### src/dac_volume_pkg.sv
// Function
// - low attenuation register holds five LSBs per channel, 0.125 dB per code.
// - high attenuation register holds five MSBs per channel, 4 dB per code.
// - write with apply bit clear stores value, attenuation in effect unchanged.
// - write with apply bit set stores value and applies all four registers.
// - gradual bit set ramps old to new attenuation after apply, else steps.
// - headroom cut bit set lowers sample path gain by 2 dB, else unity.
// - link bit set makes right channel use left attenuation.
// - soft mute bit set soft mutes both channels, clear resumes.
// - zero detect enable finds a run of 1024 zero input samples.
// - indicator source 00 AND, 01 left, 10 right, 11 disabled.
// - analogue mute bit mutes analogue outputs in bit-stream operation.
package dac_volume_pkg;
  localparam int          ADDR_W  = 7;
  localparam int          DATA_W  = 9;
  localparam int          ATTEN_W = 10;
  localparam int          HALF_W  = 5;
  localparam int          MODE_W  = 2;
  localparam int          SAMPLE_W = 24;
  localparam int          ZERO_RUN = 1024;
  // register offsets
  localparam logic [6:0]  OFS_LEFT_LOW   = 7'h00;
  localparam logic [6:0]  OFS_LEFT_HIGH  = 7'h01;
  localparam logic [6:0]  OFS_RIGHT_LOW  = 7'h02;
  localparam logic [6:0]  OFS_RIGHT_HIGH = 7'h03;
  localparam logic [6:0]  OFS_VOLUME     = 7'h04;
  localparam logic [6:0]  OFS_FORMAT     = 7'h05;
  localparam logic [6:0]  OFS_FILTER     = 7'h06;
  localparam logic [6:0]  OFS_MODE_FIRST = 7'h07;
  localparam logic [6:0]  OFS_MODE_SECOND = 7'h08;
  localparam logic [6:0]  OFS_SOFT_RESET = 7'h09;
  localparam logic [6:0]  OFS_ADD_FIRST  = 7'h20;
  // reset values
  localparam logic [8:0]  RST_ATTEN      = 9'h000;
  localparam logic [8:0]  RST_VOLUME     = 9'h000;
  localparam logic [8:0]  RST_FORMAT     = 9'h00A;
  localparam logic [8:0]  RST_FILTER     = 9'h000;
  localparam logic [8:0]  RST_MODE_FIRST = 9'h000;
  localparam logic [8:0]  RST_MODE_SECOND = 9'h002;
  localparam logic [8:0]  RST_ADD_FIRST  = 9'h000;
  // field positions and masks
  localparam int          APPLY_BIT      = 5;
  localparam int          GRADUAL_BIT    = 0;
  localparam int          HEADROOM_BIT   = 1;
  localparam int          LINK_BIT       = 2;
  localparam int          SOFT_MUTE_BIT  = 3;
  localparam int          ZERO_EN_BIT    = 4;
  localparam int          ZSRC_LSB       = 5;
  localparam int          SILENCE_BIT    = 7;
  localparam int          FORCE_HIGH_BIT = 7;
  localparam logic [8:0]  MASK_FORMAT    = 9'h0FF;
  localparam logic [8:0]  MASK_FILTER    = 9'h0FF;
  localparam logic [8:0]  MASK_MODE_FIRST = 9'h0FF;
  localparam logic [8:0]  MASK_MODE_SECOND = 9'h0FF;
  localparam logic [8:0]  MASK_ADD_FIRST = 9'h003;
  // indicator source codes and operating modes
  localparam logic [1:0]  ZSRC_BOTH      = 2'h0;
  localparam logic [1:0]  ZSRC_LEFT      = 2'h1;
  localparam logic [1:0]  ZSRC_RIGHT     = 2'h2;
  localparam logic [1:0]  MODE_PCM       = 2'h0;
endpackage

### src/atten_ramp.sv
`timescale 1ns/100ps
// one channel's attenuation in effect, stepped or ramped toward its target
module atten_ramp #(
  parameter int WIDTH = 10
) (
  // clock and reset
  input  wire logic             i_mclk,
  input  wire logic             i_rst,
  // control
  input  wire logic [WIDTH-1:0] i_target,
  input  wire logic             i_gradual,
  input  wire logic             i_step,
  // level in effect
  output logic      [WIDTH-1:0] o_level
);
  // step moves at once; ramp moves one code per sample tick
  always_ff @(posedge i_mclk or posedge i_rst) begin
    if (i_rst) begin
      o_level <= '0;
    end else if (!i_gradual) begin
      o_level <= i_target;
    end else if (i_step && o_level < i_target) begin
      o_level <= o_level + WIDTH'(1);
    end else if (i_step && o_level > i_target) begin
      o_level <= o_level - WIDTH'(1);
    end
  end
endmodule

### src/zero_run_detect.sv
`timescale 1ns/100ps
// flags a channel after a run of zero samples while enabled
module zero_run_detect #(
  parameter int SAMPLE_W = 24,
  parameter int RUN      = 1024
) (
  // clock and reset
  input  wire logic                i_mclk,
  input  wire logic                i_rst,
  // sample stream
  input  wire logic                i_enable,
  input  wire logic                i_valid,
  input  wire logic [SAMPLE_W-1:0] i_sample,
  // status
  output logic                     o_zero
);
  localparam int CNT_W = $clog2(RUN + 1);
  localparam logic [CNT_W-1:0] RUN_LAST = CNT_W'(RUN - 1);
  logic [CNT_W-1:0] count;

  // counts consecutive zero samples, any non-zero sample restarts
  always_ff @(posedge i_mclk or posedge i_rst) begin
    if (i_rst) begin
      count  <= '0;
      o_zero <= 1'b0;
    end else if (!i_enable) begin
      count  <= '0;
      o_zero <= 1'b0;
    end else if (i_valid && i_sample != '0) begin
      count  <= '0;
      o_zero <= 1'b0;
    end else if (i_valid && !o_zero) begin
      if (count == RUN_LAST) begin
        o_zero <= 1'b1;
      end
      count <= count + CNT_W'(1);
    end
  end
endmodule

### src/dac_volume_control_regs.sv
`timescale 1ns/100ps
// control register bank: staged attenuation, volume and mute controls
module dac_volume_control_regs #(
  parameter int SAMPLE_W = dac_volume_pkg::SAMPLE_W,
  parameter int ZERO_RUN = dac_volume_pkg::ZERO_RUN
) (
  // clock and reset
  input  wire logic                i_mclk,
  input  wire logic                i_rst,
  // decoded serial control port, write side
  input  wire logic                i_wr_en,
  input  wire logic [6:0]          i_wr_addr,
  input  wire logic [8:0]          i_wr_data,
  // decoded serial control port, read side
  input  wire logic [6:0]          i_rd_addr,
  output logic      [8:0]          o_rd_data,
  // audio sample stream
  input  wire logic                i_sample_valid,
  input  wire logic [SAMPLE_W-1:0] i_left_sample,
  input  wire logic [SAMPLE_W-1:0] i_right_sample,
  // attenuation in effect
  output logic      [9:0]          o_left_attenuation,
  output logic      [9:0]          o_right_attenuation,
  // path controls
  output logic                     o_headroom_cut,
  output logic                     o_soft_mute,
  output logic                     o_analogue_silence_bitstream,
  output logic                     o_zero_indicator_pin,
  // other control registers for the rest of the device
  output logic      [8:0]          o_format_control,
  output logic      [8:0]          o_filter_control,
  output logic      [8:0]          o_mode_control_first,
  output logic      [8:0]          o_mode_control_second,
  output logic      [8:0]          o_additional_control_first
);
  // staged attenuation halves
  logic [4:0] left_low;
  logic [4:0] left_high;
  logic [4:0] right_low;
  logic [4:0] right_high;
  // attenuation words in effect after an apply
  logic [9:0] left_active;
  logic [9:0] right_active;
  // volume register and the pending soft reset
  logic [8:0] volume_and_mute_control;
  logic       soft_reset_req;
  // per-channel zero status
  logic       left_zero;
  logic       right_zero;
  // write decode
  logic       wr_atten;
  logic       wr_apply;
  // derived selects
  logic [9:0] right_target;
  logic [1:0] zsrc;
  logic       next_zero_pin;
  logic       bitstream;

  // true when a write hits the given offset
  function automatic logic hit(input logic [6:0] a, input logic [6:0] ofs);
    return a == ofs;
  endfunction

  // read-back word of a staged half; apply and reserved bits read zero
  function automatic logic [8:0] half_rd(input logic [4:0] h);
    return {4'h0, h};
  endfunction

  // any of the four attenuation registers
  assign wr_atten = i_wr_en && i_wr_addr <= dac_volume_pkg::OFS_RIGHT_HIGH;
  assign wr_apply = wr_atten && i_wr_data[dac_volume_pkg::APPLY_BIT];

  // staged halves store on every write, apply or not
  always_ff @(posedge i_mclk or posedge i_rst) begin
    if (i_rst) begin
      left_low   <= dac_volume_pkg::RST_ATTEN[4:0];
      left_high  <= dac_volume_pkg::RST_ATTEN[4:0];
      right_low  <= dac_volume_pkg::RST_ATTEN[4:0];
      right_high <= dac_volume_pkg::RST_ATTEN[4:0];
    end else if (soft_reset_req) begin
      left_low   <= dac_volume_pkg::RST_ATTEN[4:0];
      left_high  <= dac_volume_pkg::RST_ATTEN[4:0];
      right_low  <= dac_volume_pkg::RST_ATTEN[4:0];
      right_high <= dac_volume_pkg::RST_ATTEN[4:0];
    end else if (i_wr_en) begin
      if (hit(i_wr_addr, dac_volume_pkg::OFS_LEFT_LOW)) begin
        left_low <= i_wr_data[4:0];
      end
      if (hit(i_wr_addr, dac_volume_pkg::OFS_LEFT_HIGH)) begin
        left_high <= i_wr_data[4:0];
      end
      if (hit(i_wr_addr, dac_volume_pkg::OFS_RIGHT_LOW)) begin
        right_low <= i_wr_data[4:0];
      end
      if (hit(i_wr_addr, dac_volume_pkg::OFS_RIGHT_HIGH)) begin
        right_high <= i_wr_data[4:0];
      end
    end
  end

  // apply: all four stored halves, including the one just written, take
  // effect together; the written value bypasses the staging register
  always_ff @(posedge i_mclk or posedge i_rst) begin
    if (i_rst) begin
      left_active  <= {dac_volume_pkg::RST_ATTEN[4:0],
                       dac_volume_pkg::RST_ATTEN[4:0]};
      right_active <= {dac_volume_pkg::RST_ATTEN[4:0],
                       dac_volume_pkg::RST_ATTEN[4:0]};
    end else if (soft_reset_req) begin
      left_active  <= {dac_volume_pkg::RST_ATTEN[4:0],
                       dac_volume_pkg::RST_ATTEN[4:0]};
      right_active <= {dac_volume_pkg::RST_ATTEN[4:0],
                       dac_volume_pkg::RST_ATTEN[4:0]};
    end else if (wr_apply) begin
      left_active <= {
        hit(i_wr_addr, dac_volume_pkg::OFS_LEFT_HIGH) ?
          i_wr_data[4:0] : left_high,
        hit(i_wr_addr, dac_volume_pkg::OFS_LEFT_LOW) ?
          i_wr_data[4:0] : left_low};
      right_active <= {
        hit(i_wr_addr, dac_volume_pkg::OFS_RIGHT_HIGH) ?
          i_wr_data[4:0] : right_high,
        hit(i_wr_addr, dac_volume_pkg::OFS_RIGHT_LOW) ?
          i_wr_data[4:0] : right_low};
    end
  end

  // volume and mute control register
  always_ff @(posedge i_mclk or posedge i_rst) begin
    if (i_rst) begin
      volume_and_mute_control <= dac_volume_pkg::RST_VOLUME;
    end else if (soft_reset_req) begin
      volume_and_mute_control <= dac_volume_pkg::RST_VOLUME;
    end else if (i_wr_en && hit(i_wr_addr, dac_volume_pkg::OFS_VOLUME)) begin
      volume_and_mute_control <= {1'b0, i_wr_data[7:0]};
    end
  end

  // remaining control registers, held for the rest of the device
  always_ff @(posedge i_mclk or posedge i_rst) begin
    if (i_rst) begin
      o_format_control           <= dac_volume_pkg::RST_FORMAT;
      o_filter_control           <= dac_volume_pkg::RST_FILTER;
      o_mode_control_first       <= dac_volume_pkg::RST_MODE_FIRST;
      o_mode_control_second      <= dac_volume_pkg::RST_MODE_SECOND;
      o_additional_control_first <= dac_volume_pkg::RST_ADD_FIRST;
    end else if (soft_reset_req) begin
      o_format_control           <= dac_volume_pkg::RST_FORMAT;
      o_filter_control           <= dac_volume_pkg::RST_FILTER;
      o_mode_control_first       <= dac_volume_pkg::RST_MODE_FIRST;
      o_mode_control_second      <= dac_volume_pkg::RST_MODE_SECOND;
      o_additional_control_first <= dac_volume_pkg::RST_ADD_FIRST;
    end else if (i_wr_en) begin
      if (hit(i_wr_addr, dac_volume_pkg::OFS_FORMAT)) begin
        o_format_control <= i_wr_data & dac_volume_pkg::MASK_FORMAT;
      end
      if (hit(i_wr_addr, dac_volume_pkg::OFS_FILTER)) begin
        o_filter_control <= i_wr_data & dac_volume_pkg::MASK_FILTER;
      end
      if (hit(i_wr_addr, dac_volume_pkg::OFS_MODE_FIRST)) begin
        o_mode_control_first <= i_wr_data & dac_volume_pkg::MASK_MODE_FIRST;
      end
      if (hit(i_wr_addr, dac_volume_pkg::OFS_MODE_SECOND)) begin
        o_mode_control_second <=
          i_wr_data & dac_volume_pkg::MASK_MODE_SECOND;
      end
      if (hit(i_wr_addr, dac_volume_pkg::OFS_ADD_FIRST)) begin
        o_additional_control_first <=
          i_wr_data & dac_volume_pkg::MASK_ADD_FIRST;
      end
    end
  end

  // any write to the soft reset register restores defaults next cycle
  always_ff @(posedge i_mclk or posedge i_rst) begin
    if (i_rst) begin
      soft_reset_req <= 1'b0;
    end else begin
      soft_reset_req <= i_wr_en &&
                        hit(i_wr_addr, dac_volume_pkg::OFS_SOFT_RESET);
    end
  end

  // right channel can follow the left attenuation
  assign right_target = volume_and_mute_control[dac_volume_pkg::LINK_BIT] ?
                        left_active : right_active;

  // per-channel step or ramp toward the attenuation in effect
  atten_ramp #(
    .WIDTH     (dac_volume_pkg::ATTEN_W)
  ) u_left_ramp (
    .i_mclk    (i_mclk),
    .i_rst     (i_rst),
    .i_target  (left_active),
    .i_gradual (volume_and_mute_control[dac_volume_pkg::GRADUAL_BIT]),
    .i_step    (i_sample_valid),
    .o_level   (o_left_attenuation)
  );

  atten_ramp #(
    .WIDTH     (dac_volume_pkg::ATTEN_W)
  ) u_right_ramp (
    .i_mclk    (i_mclk),
    .i_rst     (i_rst),
    .i_target  (right_target),
    .i_gradual (volume_and_mute_control[dac_volume_pkg::GRADUAL_BIT]),
    .i_step    (i_sample_valid),
    .o_level   (o_right_attenuation)
  );

  // zero run detection per channel
  zero_run_detect #(
    .SAMPLE_W (SAMPLE_W),
    .RUN      (ZERO_RUN)
  ) u_left_zero (
    .i_mclk   (i_mclk),
    .i_rst    (i_rst),
    .i_enable (volume_and_mute_control[dac_volume_pkg::ZERO_EN_BIT]),
    .i_valid  (i_sample_valid),
    .i_sample (i_left_sample),
    .o_zero   (left_zero)
  );

  zero_run_detect #(
    .SAMPLE_W (SAMPLE_W),
    .RUN      (ZERO_RUN)
  ) u_right_zero (
    .i_mclk   (i_mclk),
    .i_rst    (i_rst),
    .i_enable (volume_and_mute_control[dac_volume_pkg::ZERO_EN_BIT]),
    .i_valid  (i_sample_valid),
    .i_sample (i_right_sample),
    .o_zero   (right_zero)
  );

  // indicator source field
  assign zsrc = volume_and_mute_control[dac_volume_pkg::ZSRC_LSB +: 2];

  // source select; the filter register's force-high bit overrides
  always_comb begin
    case (zsrc)
      dac_volume_pkg::ZSRC_BOTH:  next_zero_pin = left_zero & right_zero;
      dac_volume_pkg::ZSRC_LEFT:  next_zero_pin = left_zero;
      dac_volume_pkg::ZSRC_RIGHT: next_zero_pin = right_zero;
      default:                    next_zero_pin = 1'b0;
    endcase
    if (o_filter_control[dac_volume_pkg::FORCE_HIGH_BIT]) begin
      next_zero_pin = 1'b1;
    end
  end

  // bit-stream operation is any mode other than sample input
  assign bitstream = o_mode_control_first[dac_volume_pkg::MODE_W-1:0] !=
                     dac_volume_pkg::MODE_PCM;

  // registered path controls
  always_ff @(posedge i_mclk or posedge i_rst) begin
    if (i_rst) begin
      o_headroom_cut               <= 1'b0;
      o_soft_mute                  <= 1'b0;
      o_analogue_silence_bitstream <= 1'b0;
    end else begin
      o_headroom_cut <=
        volume_and_mute_control[dac_volume_pkg::HEADROOM_BIT];
      o_soft_mute <=
        volume_and_mute_control[dac_volume_pkg::SOFT_MUTE_BIT];
      o_analogue_silence_bitstream <= bitstream &&
        volume_and_mute_control[dac_volume_pkg::SILENCE_BIT];
    end
  end

  // registered zero indicator
  always_ff @(posedge i_mclk or posedge i_rst) begin
    if (i_rst) begin
      o_zero_indicator_pin <= 1'b0;
    end else begin
      o_zero_indicator_pin <= next_zero_pin;
    end
  end

  // read back: stored values, apply bits and reserved bits read zero
  always_ff @(posedge i_mclk or posedge i_rst) begin
    if (i_rst) begin
      o_rd_data <= 9'h000;
    end else begin
      case (i_rd_addr)
        dac_volume_pkg::OFS_LEFT_LOW:    o_rd_data <= half_rd(left_low);
        dac_volume_pkg::OFS_LEFT_HIGH:   o_rd_data <= half_rd(left_high);
        dac_volume_pkg::OFS_RIGHT_LOW:   o_rd_data <= half_rd(right_low);
        dac_volume_pkg::OFS_RIGHT_HIGH:  o_rd_data <= half_rd(right_high);
        dac_volume_pkg::OFS_VOLUME:      o_rd_data <= volume_and_mute_control;
        dac_volume_pkg::OFS_FORMAT:      o_rd_data <= o_format_control;
        dac_volume_pkg::OFS_FILTER:      o_rd_data <= o_filter_control;
        dac_volume_pkg::OFS_MODE_FIRST:  o_rd_data <= o_mode_control_first;
        dac_volume_pkg::OFS_MODE_SECOND: o_rd_data <= o_mode_control_second;
        dac_volume_pkg::OFS_ADD_FIRST:
          o_rd_data <= o_additional_control_first;
        default:                         o_rd_data <= 9'h000;
      endcase
    end
  end
endmodule

### config.mk
export PLATFORM = sky130hd
export DESIGN_NAME = dac_volume_control_regs
export DESIGN_NICKNAME = d
export VERILOG_FILES = /design/src/dac_volume_pkg.sv /design/src/atten_ramp.sv /design/src/zero_run_detect.sv /design/src/dac_volume_control_regs.sv
export SDC_FILE = /design/constraint.sdc
export NUM_CORES = 1
export LEC_CHECK = 0
export CORE_MARGIN = 10
export CORE_UTILIZATION = 55
export DETAILED_ROUTE_END_ITERATION = 8
export DONT_BUFFER_PORTS = 1
export PLACE_DENSITY = 0.69
export SKIP_CTS_REPAIR_TIMING = 1
export SYNTH_ARGS = -nofsm -noshare
export SYNTH_HDL_FRONTEND = slang
export SYNTH_SLANG_ARGS = --single-unit
export TNS_END_PERCENT = 50
### constraint.sdc
create_clock -name i_mclk -period 6.1 [get_ports i_mclk]
set_clock_uncertainty 0.05 [all_clocks]
set_input_delay 0.915 -clock i_mclk [delete_from_list [all_inputs] [get_ports i_mclk]]
set_output_delay 0.915 -clock i_mclk [all_outputs]
set_load 0.02 [all_outputs]
# After elaboration in Yosys (flattened, before gate mapping)
# Index checks and enable logic that the tools add are counted.
dict set report classes {
  bitwise 1
  mux 57
  reduce_logical 36
  order_cmp 5
  eq_ne 29
  n_addsub 6
}
# op count
set op_table {}
lappend op_table {{$mux W9} 17}
lappend op_table {{$mux W10} 11}
lappend op_table {{$pmux W9 S10} 1}
lappend op_table {{$mux W11} 6}
lappend op_table {{$mux W5} 12}
lappend op_table {{$eq A7 B3 Y1 const B} 8}
lappend op_table {{$reduce_bool A24 Y1} 2}
lappend op_table {{$eq A7 B2 Y1 const B} 4}
lappend op_table {{$add A11 B1 Y11 const B} 2}
lappend op_table {{$eq A11 B10 Y1 const B} 2}
lappend op_table {{$eq A7 B4 Y1 const B} 3}
lappend op_table {{$add A10 B1 Y10 const B} 2}
lappend op_table {{$gt A10 B10 Y1} 2}
lappend op_table {{$lt A10 B10 Y1} 2}
lappend op_table {{$sub A10 B1 Y10 const B} 2}
lappend op_table {{$ne A3 B1 Y1 const B} 6}
lappend op_table {{$reduce_bool A2 Y1} 9}
lappend op_table {{$eq A7 B1 Y1 const B} 2}
lappend op_table {{$eq A7 B6 Y1 const B} 2}
lappend op_table {{$logic_not A7 Y1} 2}
lappend op_table {{$reduce_and A2 Y1} 7}
lappend op_table {{$logic_and A1 B1 Y1} 13}
lappend op_table {{$mux W1} 9}
lappend op_table {{$le A7 B2 Y1 const B} 1}
lappend op_table {{other kinds (6)} 7}
dict set report word_totals {
  reg_bits 152
}

# Depth between registers and ports, before layout
# Gate-level depths: netlist of the first run.
dict set report logic_depth {
  depth_word 6
  depth_mapped 15
}

# By module
# A second synthesis of the first run with hierarchy kept.
dict set report unflattened {
  hier_cells 831
  area_unflattened_um2 8474.4
}
# module n_inst area_per_inst_um2 cells_each
set by_module_without_submodules {}
lappend by_module_without_submodules {dac_volume_control_regs 1 4893.4 435}
lappend by_module_without_submodules {atten_ramp 2 1142.3 131}
lappend by_module_without_submodules {zero_run_detect 2 648.1 67}

# Worst setup path after synthesis of the first run
# No wires, ideal clock.
dict set report synth_path {
  path_kind {reg2reg}
  from {register volume_and_mute_control[2]}
  to {register u_right_ramp.o_level[8]}
  stages_incl_launch_ff 15
  path_slack_ns 2.632
  path_buffers 2
  t_arrival_ns 3.277
  required_time_ns 5.909
  setup_time_ns 0.141
  path_cell_list {dfrtp_1 > buf_2 > mux2i_1 > ha_1 > a21oi_1 > o21ai_0 > a2111o_1 > buf_2 > ha_1 > nor2b_1 > o31a_1 > o31a_1 > o22ai_1 > xor2_1 > a31oi_1}
}
dict set report synth_between {
  elab_chain_len 5
  elab_cells_between_ends 8
  classes_between {order compare: 2; eq/ne: 1; mux: 3; reduce/logical: 2}
}
# element line_no
set synth_rtl {}
lappend synth_rtl {{from (decl)} dac_volume_control_regs.sv:45} ;# logic [8:0] volume_and_mute_control;
lappend synth_rtl {{from (signal assigned)} dac_volume_control_regs.sv:131} ;# volume_and_mute_control <= dac_volume_pkg::RST_VOLUME;
lappend synth_rtl {{from (signal assigned)} dac_volume_control_regs.sv:133} ;# volume_and_mute_control <= dac_volume_pkg::RST_VOLUME;
lappend synth_rtl {{from (signal assigned)} dac_volume_control_regs.sv:135} ;# volume_and_mute_control <= {1'b0, i_wr_data[7:0]};
lappend synth_rtl {{$mux W10 (*)} dac_volume_control_regs.sv:185} ;# assign right_target = volume_and_mute_control[dac_volume_pkg::LINK_BIT] ?
lappend synth_rtl {{$lt A10 B10 Y1} atten_ramp.sv:22} ;# end else if (i_step && o_level < i_target) begin
lappend synth_rtl {{$logic_and A1 B1 Y1} atten_ramp.sv:22}
lappend synth_rtl {{$mux W10} atten_ramp.sv:22}
lappend synth_rtl {{$mux W10} atten_ramp.sv:20} ;# end else if (!i_gradual) begin
lappend synth_rtl {{to (signal assigned)} atten_ramp.sv:21} ;# o_level <= i_target;
lappend synth_rtl {{to (signal assigned)} atten_ramp.sv:23} ;# o_level <= o_level + WIDTH'(1);
lappend synth_rtl {{to (signal assigned)} atten_ramp.sv:25} ;# o_level <= o_level - WIDTH'(1);
lappend synth_rtl {{to (decl)} atten_ramp.sv:14} ;# output logic [WIDTH-1:0] o_level
# Mark *: on every way between the ends. The rest lies on a longest branch, timed or not.
# A chain may end at the register's enable or synchronous reset.

# Final worst setup path of the first run
# Ends and elaborated chain as after synthesis.

==> impl_metrics.csv, run 1 <==
group,metric,value,unit
routing,viasPerCell,6.19,
power,switchingPower,1130,uW
routing,wl_per_cell,20.6,um
critical_path,cp_num_buf_inv,0,
power,switching_share,35.2,%
final_layout,fin_nets,928,
synth,syn_area_per_cell,9.82,sq um
placed_design,dpl_cell_area,8230,sq um
hold_path,hp-class,"reg2reg",
critical_path,path_cells,"mux2i_1 > ha_1 > a21oi_1 > o21ai_0 > a2111o_1 > ha_1 > nor2b_1 > o31a_1 > o31a_1 > o22ai_1 > xor2_1 > a31oi_1",
power,p_int,2090,uW
floorplan,die_area,20100,sq um
timing,fmax,0.244,GHz
floorplan,die_height,142,um
critical_path,cp-startpoint,"volume_and_mute_control[2]",
clock_tree,htree_levels,4,
timing,rsz0062_at_grt,"no",
clock_tree,root_buffer,"clkbuf_16",
final_layout,area_delta_synth_final,7.75,%
synth,synthTopCellsByArea,"dfrtp_1 (42%), mux2i_1 (10%), ha_1 (5.8%)",
floorplan,start_util,56.2,%
synth,synth_edf_count,0,
power,ir_drop,0.199,mV
routing,drt_pass1_iterations,5,
synth,syn_inst,832,
synth,synth_top_cell_by_area,"dfrtp_1",
clock_tree,clkSinkCount,139,
synth,ys_seq_area_share,42.6,%
clock_tree,cts_tree,"done",
floorplan,coreArea,14500,sq um
routing,dr_total_vias,6241,
critical_path,path_delay_family,"compound AO/OA/AOI/OAI gates",
critical_path,r2r-start,"volume_and_mute_control[2]",
synth,syn-cell-area,8170,sq um
critical_path,crit_path_max_fanout,14,
synth,yosysUniqueCellTypes,69,
critical_path,critical_path.startpoint_type,"register",
global_route,grt_max_degree,99,
global_route,globalRouteTotalUtil,20.8,%
synth,synth_top_area_share,41.7,%
critical_path,crit_arrival,4.32,ns
timing,setup_tns,0,ns
timing,slew_viol_final,0,
final_layout,finish.utilization,60.6,%
routing,drc,0,
timing,final-setup-viol-count,0,
clock_tree,numCtsBuffers,17,
global_route,grt-ovfl-total,0,
routing,wl,20.8,mm
placed_design,dp_slack,2.05,ns
final_layout,drive_gt1_share,9.21,%
power,power_leakage,0.00392,uW
global_route,grt_pass1_wl,33.8,mm
critical_path,worstSetupEndpointType,"register",
hold_path,hp-start,"volume_and_mute_control[3]",
final_layout,final_area,8800,sq um
timing,fin_ws,2.01,ns
clock_tree,path_clk_slew,0.06,ns
global_route,antenna_found_initial,0,
floorplan,io_pins,153,
synth,synth_commonest_cells,"dfrtp_1 (136), nor2_1 (111), mux2i_1 (84)",
timing,post-route-min-period,4.09,ns
synth,synth-main-ff-cell,"dfrtp_1",
timing,tightest_slew,1.14,ns
placed_design,gp_congestion,0.876,
synth,yosysMostFrequentCell,"dfrtp_1",
critical_path,crit_type,"reg2reg",
power,pwr-share-comb,30.3,%
synth,async_flop_share,100,%
clock_tree,clockBufferDepth,2,
synth,ys_ff_latch,139,
routing,drtIter0Drc,492,
synth,ys_warn_count,0,
placed_design,hpwl,15.2,mm
critical_path,crit_required,6.33,ns
timing,finalHoldViolations,0,
power,p_clk_share,31.2,%
run,max_cap_viol_count,0,
clock_tree,clkLatencyLatePin,0.42,ns
routing,ant_nets,0,
floorplan,die_w,142,um
floorplan,rows,44,
critical_path,cpPeakStageDelay,0.70,ns
critical_path,slowest_stage,"dfrtp_1",
timing,period_share,67.1,%
final_layout,diodes,0,
global_route,first_global_vias,6311,
power,seqPwrFrac,38.4,%
status,status,"finished, final reports clean",
power,p_per_area,366,nW/um^2
timing,maxSlewHeadroom,22.9,%
placed_design,io_buffers,0,
[worst paths after layout]
path,end,slack (ns),cells after the start
setup / recovery,u_right_ramp.o_level[8],2.01,12
hold / removal,o_soft_mute,0.40,0
setup reg to reg,u_right_ramp.o_level[8],2.01,12
hold reg to reg,o_soft_mute,0.40,0
max in group asynchronous,o_mode_control_second[1],4.42,2
min in group asynchronous,volume_and_mute_control[6],0.49,1
[worst reg2reg max path, delay by kind of cell, from the launching register on]
| kind | cells | cell delay [ns] |
|---|---|---|
| flops | 1 | 0.70 |
| xor+xnor | 1 | 0.21 |
| compound gates | 7 | 1.75 |
| simple gates | 1 | 0.16 |
| fa+ha+maj | 2 | 0.75 |
| mux | 1 | 0.34 |
[per-stage QoR]
step,hold slack (ns),instances,total power [uW]
3_3_place_gp,0.381,978,2160
6_report,0.402,1009,3220
3_5_place_dp,0.382,978,2220
2_1_floorplan,0.319,843,2010
4_1_cts,0.399,1009,3240
5_1_grt,0.412,1009,3420
[metal layers]
| layer | track usage (%) | vias to the layer above | routed length, um |
|---|---|---|---|
| met5 | 0 | - | 0 |
| met1 | 25.0 | 3094 | 8640 |
| met2 | 33.8 | 174 | 10100 |
| li1 | - | 2946 | - |
| met4 | 6.29 | 0 | 318 |
| met3 | 7.94 | 27 | 1710 |
[kinds of logic after synthesis]
kind of cell / after synthesis / share of synthesized area [%]
xor+xnor: 24 / 2.57
flops: 139 / 42.6
fa+ha+maj: 40 / 6.31
simple gates: 290 / 17.1
buf+inv: 83 / 4.62
compound gates: 157 / 13.1
other cells: 1 / 0.0459
mux: 98 / 13.6
[registers in the layout, indices dropped and copies added (netlist names), 2 cells and up]
| register | cells |
|---|---|
| u_right_zero.count | 11 |
| u_left_zero.count | 11 |
| o_format_control | 8 |
| o_additional_control_first | 2 |
| volume_and_mute_control | 8 |
| o_mode_control_first | 8 |
| right_low | 5 |
| u_right_ramp.o_level | 10 |
| right_active | 10 |
| o_rd_data | 8 |
| left_low | 5 |
| right_high | 5 |
| left_active | 10 |
| u_left_ramp.o_level | 10 |
| o_mode_control_second | 8 |
| left_high | 5 |
| o_filter_control | 8 |
[placed cells by master (no fill, tap or decap), types with 4 or more instances in the layout]
cell	instances
o22ai_1	5
o21ai_0	21
a22o_1	4
mux4_2	10
nor4_1	15
nor3_1	5
nand4_1	16
xor2_1	13
nand3b_1	4
nor2b_1	5
nor2_1	110
or2_2	4
and2_1	6
or3_1	6
nand2b_1	6
xnor2_1	11
inv_1	25
nand2_1	62
dfrtp_1	135
mux2_2	4
a22oi_1	6
nand3_1	33
conb_1	12
o21a_1	6
a21o_1	6
a211oi_1	27
clkbuf_16	17
a21oi_1	49
ha_1	38
mux2i_1	84
buf_4	7
[power groups by stage]
stage / Combinational, uW / Sequential [uW] / Clock, uW
after global placement: 912 / 1250 / 0
after detailed placement: 961 / 1260 / 0
after floorplan: 812 / 1190 / 0
after CTS: 971 / 1240 / 1020
after global routing: 1100 / 1260 / 1060
final: 977 / 1240 / 1010
[area by class of cell]
cell class	count	area, sq um
clock buffer	21	460
fill	1251	5730
timing repair buffer	7	52.6
multi-input combinational	621	4350
inverter	27	106
clock inverter	10	116
tap	184	230
sequential	139	3480
(Power assumes the default switching activity.)
==> run 2, diff against run 1 <==
--- a/config.mk
+++ b/config.mk
@@ -9,7 +9,7 @@
 export CORE_UTILIZATION = 55
 export DETAILED_ROUTE_END_ITERATION = 8
 export DONT_BUFFER_PORTS = 1
-export PLACE_DENSITY = 0.69
+export PLACE_DENSITY = 0.72
 export SKIP_CTS_REPAIR_TIMING = 1
 export SYNTH_ARGS = -nofsm -noshare
 export SYNTH_HDL_FRONTEND = slang
==> constraint.sdc (replaced) <==
create_clock -name i_mclk -period 3.7 [get_ports i_mclk]
set_clock_uncertainty 0.05 [all_clocks]
set_input_delay 0.555 -clock i_mclk [delete_from_list [all_inputs] [get_ports i_mclk]]
set_output_delay 0.555 -clock i_mclk [all_outputs]
set_load 0.02 [all_outputs]
==> run 2 against run 1 <==
  * Non-clock buffer count is 30 higher
  * Via count up 4.3%
  * Wire length up 5.2%
  * Critical path depth increased by 4
  * Clock-buffer cell count fell by 2
  * First-iteration DRC count up 0.81%
  * Maximum frequency grew 14%
  * Setup slack got worse by 1.9 ns
  * Core utilization increased by 2.3 points
  * Die area unchanged
  * Critical path type unchanged
  * Largest cell class unchanged
  * Largest power group unchanged
==> impl_metrics.csv, run 2 (synthesized netlist as in run 1, its figures left out) <==
group,metric,value,unit
routing,wl_met1,8.84,mm
timing,tightest_slew,1.19,ns
critical_path,path_delay_family,"compound AO/OA/AOI/OAI gates",
global_route,grt_pass1_wl,35.3,mm
timing,period_share,97.2,%
final_layout,layout_common_cells,"dfrtp_1 (133), nor2_1 (110), mux2i_1 (75), nand2_1 (62), a21oi_1 (48)",
hold_path,hp-class,"in2async",
clock_tree,htree_levels,4,
floorplan,die_w,142,um
clock_tree,numCtsBuffers,17,
routing,highest_layer,"met4",
critical_path,slowest_stage,"dfrtp_2",
routing,drtIter0Drc,496,
routing,viasPerCell,6.26,
power,ir_drop,0.400,mV
timing,holdWs,0.137,ns
power,power_leakage,0.00407,uW
critical_path,worstSetupEndpointType,"register",
critical_path,crit_required,3.99,ns
final_layout,fin_nets,958,
clock_tree,cts_tree,"done",
floorplan,coreArea,14500,sq um
floorplan,start_util,56.2,%
clock_tree,clkLatencyLatePin,0.43,ns
final_layout,largestRegisters,"u_left_zero.count: 11 flops, u_right_zero.count: 11 flops",
routing,ant_nets,0,
floorplan,die_area,20100,sq um
final_layout,diodes,0,
routing,drc,0,
critical_path,path_cells,"buf_6 > buf_6 > mux2_2 > ha_1 > nand2b_1 > a211oi_1 > a2111o_1 > buf_6 > inv_2 > fa_2 > nor2b_1 > o31a_1 > o31a_1 > o22ai_2 > xor2_1 > a31oi_1",
floorplan,rows,44,
global_route,globalRouteTotalUtil,21.7,%
global_route,grt-ovfl-total,0,
final_layout,area_delta_synth_final,11.8,%
global_route,grt_max_degree,76,
critical_path,crit_path_max_fanout,5,
global_route,first_global_vias,6715,
placed_design,gp_congestion,0.882,
routing,wl_met2,10.7,mm
timing,post-route-min-period,3.60,ns
floorplan,io_pins,153,
critical_path,critical_path.startpoint_type,"register",
routing,drt_pass1_iterations,5,
final_layout,drive_gt1_share,15.5,%
placed_design,hpwl,16.0,mm
placed_design,place_inst,1002,
status,status,"finished, final reports clean",
critical_path,cpPeakStageDelay,0.36,ns
timing,slew_viol_final,0,
placed_design,io_buffers,0,
critical_path,cp_num_buf_inv,4,
final_layout,stdcell_count,1040,
run,max_cap_viol_count,0,
timing,rsz0062_at_grt,"yes",
clock_tree,root_buffer,"clkbuf_16",
routing,wl_per_cell,21.0,um
timing,maxSlewHeadroom,20.1,%
timing,final-setup-viol-count,0,
global_route,antenna_found_initial,0,
timing,fmax,0.278,GHz
routing,dr_total_vias,6507,
critical_path,crit_type,"reg2reg",
clock_tree,clockBufferDepth,2,
clock_tree,path_clk_slew,0.06,ns
power,p_per_area,600,nW/um^2
final_layout,layout_commonest_cell,"dfrtp_1",
floorplan,die_height,142,um
timing,finalHoldViolations,0,
routing,wl,21.9,mm
routing,routed-wl-met3,1.84,mm
critical_path,crit_arrival,3.89,ns
clock_tree,clkSinkCount,139,
critical_path,r2r_setup_slack,0.10,ns
critical_path,path_common_cell,"buf_6",
==> run 2: per-layer routing <==
metal,up-vias,global-route usage [%]
li1,3009,-
met1,3211,26.3
met2,241,35.0
met3,46,7.84
met4,0,7.64
met5,-,0
==> run 2: stage by stage <==
| stage | worst slack [ns] | total power [uW] | area (sq um) | TNS [ns] | utilization, % |
|---|---|---|---|---|---|
| 2_1_floorplan | 0.232 | 3310 | 8220 | 0 | - |
| 3_3_place_gp | 0.0724 | 3670 | 8420 | 0 | 57.9 |
| 3_5_place_dp | -0.0263 | 3770 | 8420 | -0.0263 | 57.9 |
| 4_1_cts | -0.0471 | 5340 | 8960 | -0.0742 | 61.7 |
| 5_1_grt | -0.0400 | 5820 | 9140 | -0.0818 | 62.9 |
| 6_report | 0.103 | 5490 | 9140 | 0 | 62.9 |
==> run 2: cell type report <==
| class | count | area [sq um] |
|---|---|---|
| clock buffers | 19 | 453 |
| clock inverters | 13 | 93.8 |
| fillers | 1194 | 5400 |
| inverters | 27 | 108 |
| multi-input cells | 621 | 4460 |
| flip-flops and latches | 139 | 3490 |
| well taps | 184 | 230 |
| repair buffers | 37 | 302 |
==> run 2: path summary, 6_finish.rpt <==
kind | from | endpoint | cells past startpoint
worst max-delay path | volume_and_mute_control[2] | u_right_ramp.o_level[8] | 16
worst min-delay path | i_rst | o_rd_data[6] | 1
worst max register to register | volume_and_mute_control[2] | u_right_ramp.o_level[8] | 16
worst min register to register | volume_and_mute_control[3] | o_soft_mute | 0
max in group asynchronous | i_rst | left_active[3] | 2
min in group i_mclk | i_wr_addr[5] | soft_reset_req | 1
==> run 2: where the power goes <==
| part | internal (uW) | leakage, uW | switching (uW) |
|---|---|---|---|
| clock | 891 | 0.000262 | 669 |
| sequential | 1690 | 0.00186 | 284 |
| combinational | 906 | 0.00195 | 1040 |
| total | 3490 | 0.00407 | 1990 |
==> run 3, diff against run 2 <==
--- a/config.mk
+++ b/config.mk
@@ -5,11 +5,11 @@
 export SDC_FILE = /design/constraint.sdc
 export NUM_CORES = 1
 export LEC_CHECK = 0
+export BUFFER_PORTS_ARGS = -buffer_cell sky130_fd_sc_hd__buf_2
 export CORE_MARGIN = 10
-export CORE_UTILIZATION = 55
+export CORE_UTILIZATION = 51
 export DETAILED_ROUTE_END_ITERATION = 8
-export DONT_BUFFER_PORTS = 1
-export PLACE_DENSITY = 0.72
+export PLACE_DENSITY = 0.76
 export SKIP_CTS_REPAIR_TIMING = 1
 export SYNTH_ARGS = -nofsm -noshare
 export SYNTH_HDL_FRONTEND = slang
==> constraint.sdc (replaced) <==
create_clock -name i_mclk -period 2.9 [get_ports i_mclk]
set_clock_uncertainty 0.05 [all_clocks]
set_input_delay 0.435 -clock i_mclk [delete_from_list [all_inputs] [get_ports i_mclk]]
set_output_delay 0.435 -clock i_mclk [all_outputs]
set_load 0.02 [all_outputs]
==> run 3 against run 2 <==
  * The run now ends with negative setup slack left
  * Non-clock buffer count increased by 215
  * Combinational power up 96%
  * Register-to-register slack worse by 0.91 ns
  * Clock power up 32%
  * Critical path depth shrank 2
  * Sequential power rose by 21%
  * Maximum frequency fell by 3.0%
  * Largest cell class unchanged
  * Highest routed layer unchanged
==> impl_metrics.csv, run 3 (synthesized netlist as in run 1, its figures left out) <==
group,metric,value,unit
critical_path,crit_required,3.19,ns
global_route,busiest_layer,"met2",
routing,wl_per_cell,18.7,um
clock_tree,clockBufferDepth,2,
final_layout,fin_nets,1173,
global_route,globalRouteTotalUtil,20.6,%
timing,rsz0062_at_grt,"yes",
power,p_per_area,764,nW/um^2
global_route,grt_max_degree,46,
timing,finalHoldViolations,0,
critical_path,reg2regPathDepth,14,
global_route,first_global_vias,7301,
clock_tree,clkLatencyLatePin,0.43,ns
timing,tightest_slew,1.22,ns
power,power,8280,uW
timing,fmax,0.270,GHz
clock_tree,root_buffer,"clkbuf_16",
final_layout,drive_gt1_share,36.0,%
routing,dr_total_vias,7310,
final_layout,layout_common_cells,"buf_2 (139), dfrtp_1 (130), nor2_1 (110), buf_4 (102), mux2i_1 (79)",
power,power_leakage,0.00514,uW
hold_path,hp-class,"in2async",
critical_path,r2r_setup_slack,-0.81,ns
placed_design,hpwl,16.7,mm
global_route,grt_util_met2,34.9,%
floorplan,die_w,147,um
clock_tree,numCtsBuffers,17,
status,violations,"negative setup slack",
timing,final-setup-viol-count,15,
global_route,antenna_found_initial,0,
routing,wl,24.1,mm
timing,period_share,128,%
placed_design,place_inst,1236,
routing,drtIter0Drc,659,
critical_path,r2r_end,"u_right_ramp.o_level[6]",
final_layout,layout_commonest_cell,"buf_2",
critical_path,critical_path.startpoint_type,"register",
floorplan,io_pins,153,
final_layout,final_area,10800,sq um
timing,slew_viol_final,0,
clock_tree,clkSinkCount,139,
run,max_cap_viol_count,0,
critical_path,crit_arrival,3.99,ns
floorplan,die_height,147,um
floorplan,rows,46,
placed_design,gp_congestion,0.895,
final_layout,area_delta_synth_final,32.6,%
power,ir_drop,0.443,mV
critical_path,r2r-start,"volume_and_mute_control[2]",
final_layout,stdcell_count,1287,
placed_design,io_buffers,139,
status,status,"finished, violations left",
placed_design,dpl_cell_area,9650,sq um
timing,fin_ws,-0.807,ns
routing,drc,0,
clock_tree,cts_tree,"done",
floorplan,coreArea,15800,sq um
routing,drt_pass1_iterations,5,
critical_path,crit_path_max_fanout,8,
floorplan,die_area,21500,sq um
critical_path,crit_type,"reg2reg",
clock_tree,htree_levels,4,
global_route,grt-ovfl-total,0,
timing,maxSlewHeadroom,18.1,%
floorplan,start_util,51.8,%
global_route,grt_pass1_wl,36.5,mm
global_route,grtUsageMet1,25.1,%
routing,ant_nets,0,
routing,viasPerCell,5.68,
timing,post-route-min-period,3.71,ns
clock_tree,path_clk_slew,0.06,ns
timing,setup_tns,-6.02,ns
critical_path,worstSetupEndpointType,"register",
final_layout,largestRegisters,"u_left_zero.count: 11 flops, u_right_zero.count: 11 flops",
final_layout,diodes,0,
global_route,gr-usage-met3,5.04,%
## run 3: through the flow
step | hold WS, ns | utilization [%] | setup slack (ns)
after floorplan | 0.319 | - | -0.568
after detailed placement | 0.363 | 61.2 | -0.839
after global routing | 0.107 | 68.7 | -0.971
after global placement | 0.348 | 61.2 | -0.704
final | 0.0629 | 68.7 | -0.807
after CTS | 0.0777 | 64.7 | -0.918
## run 3: layout make-up
type | count | area [sq um]
inverters | 27 | 115
well taps | 216 | 270
repair buffers | 252 | 1620
clock buffers | 19 | 433
fillers | 1201 | 4930
multi-input cells | 621 | 4790
clock inverters | 13 | 120
flip-flops and latches | 139 | 3490
## run 3: how the worst max path moves through the flow
| stage | from | end | slack, ns | depth (start not counted) |
|---|---|---|---|---|
| 2_1_floorplan | volume_and_mute_control[2] | u_right_ramp.o_level[8] | -0.57 | 14 |
| 3_3_place_gp | volume_and_mute_control[2] | u_right_ramp.o_level[9] | -0.70 | 13 |
| 3_5_place_dp | volume_and_mute_control[2] | u_right_ramp.o_level[9] | -0.84 | 13 |
| 4_1_cts | volume_and_mute_control[2] | u_right_ramp.o_level[9] | -0.92 | 13 |
| 5_1_grt | volume_and_mute_control[2] | u_right_ramp.o_level[6] | -0.97 | 14 |
| 6_report | volume_and_mute_control[2] | u_right_ramp.o_level[6] | -0.81 | 14 |
## run 3: report_power, final
part / switching (uW) / total [uW] / internal (uW)
logic: 1890 / 3830 / 1940
clock network: 872 / 2060 / 1190
registers: 229 / 2390 / 2160
total: 2990 / 8280 / 5290
## run 3: layer usage
layer	routed length (um)	share of wire, %
met1	9970	41
met2	12100	50
met3	1430	6.0
met4	549	2.3
met5	0	0
## run 3: worst max-delay path: stages, from the launching register on
cell,delay [ns]
dfrtp_2,0.40
buf_6,0.14
mux2i_1,0.26
ha_1,0.31
o21ai_0,0.22
nor2_1,0.08
a2111o_2,0.59
inv_2,0.13
fa_2,0.25
nor2b_4,0.05
o31a_1,0.31
o31a_1,0.34
a221oi_2,0.25
a311oi_2,0.08
a21oi_1,0.17
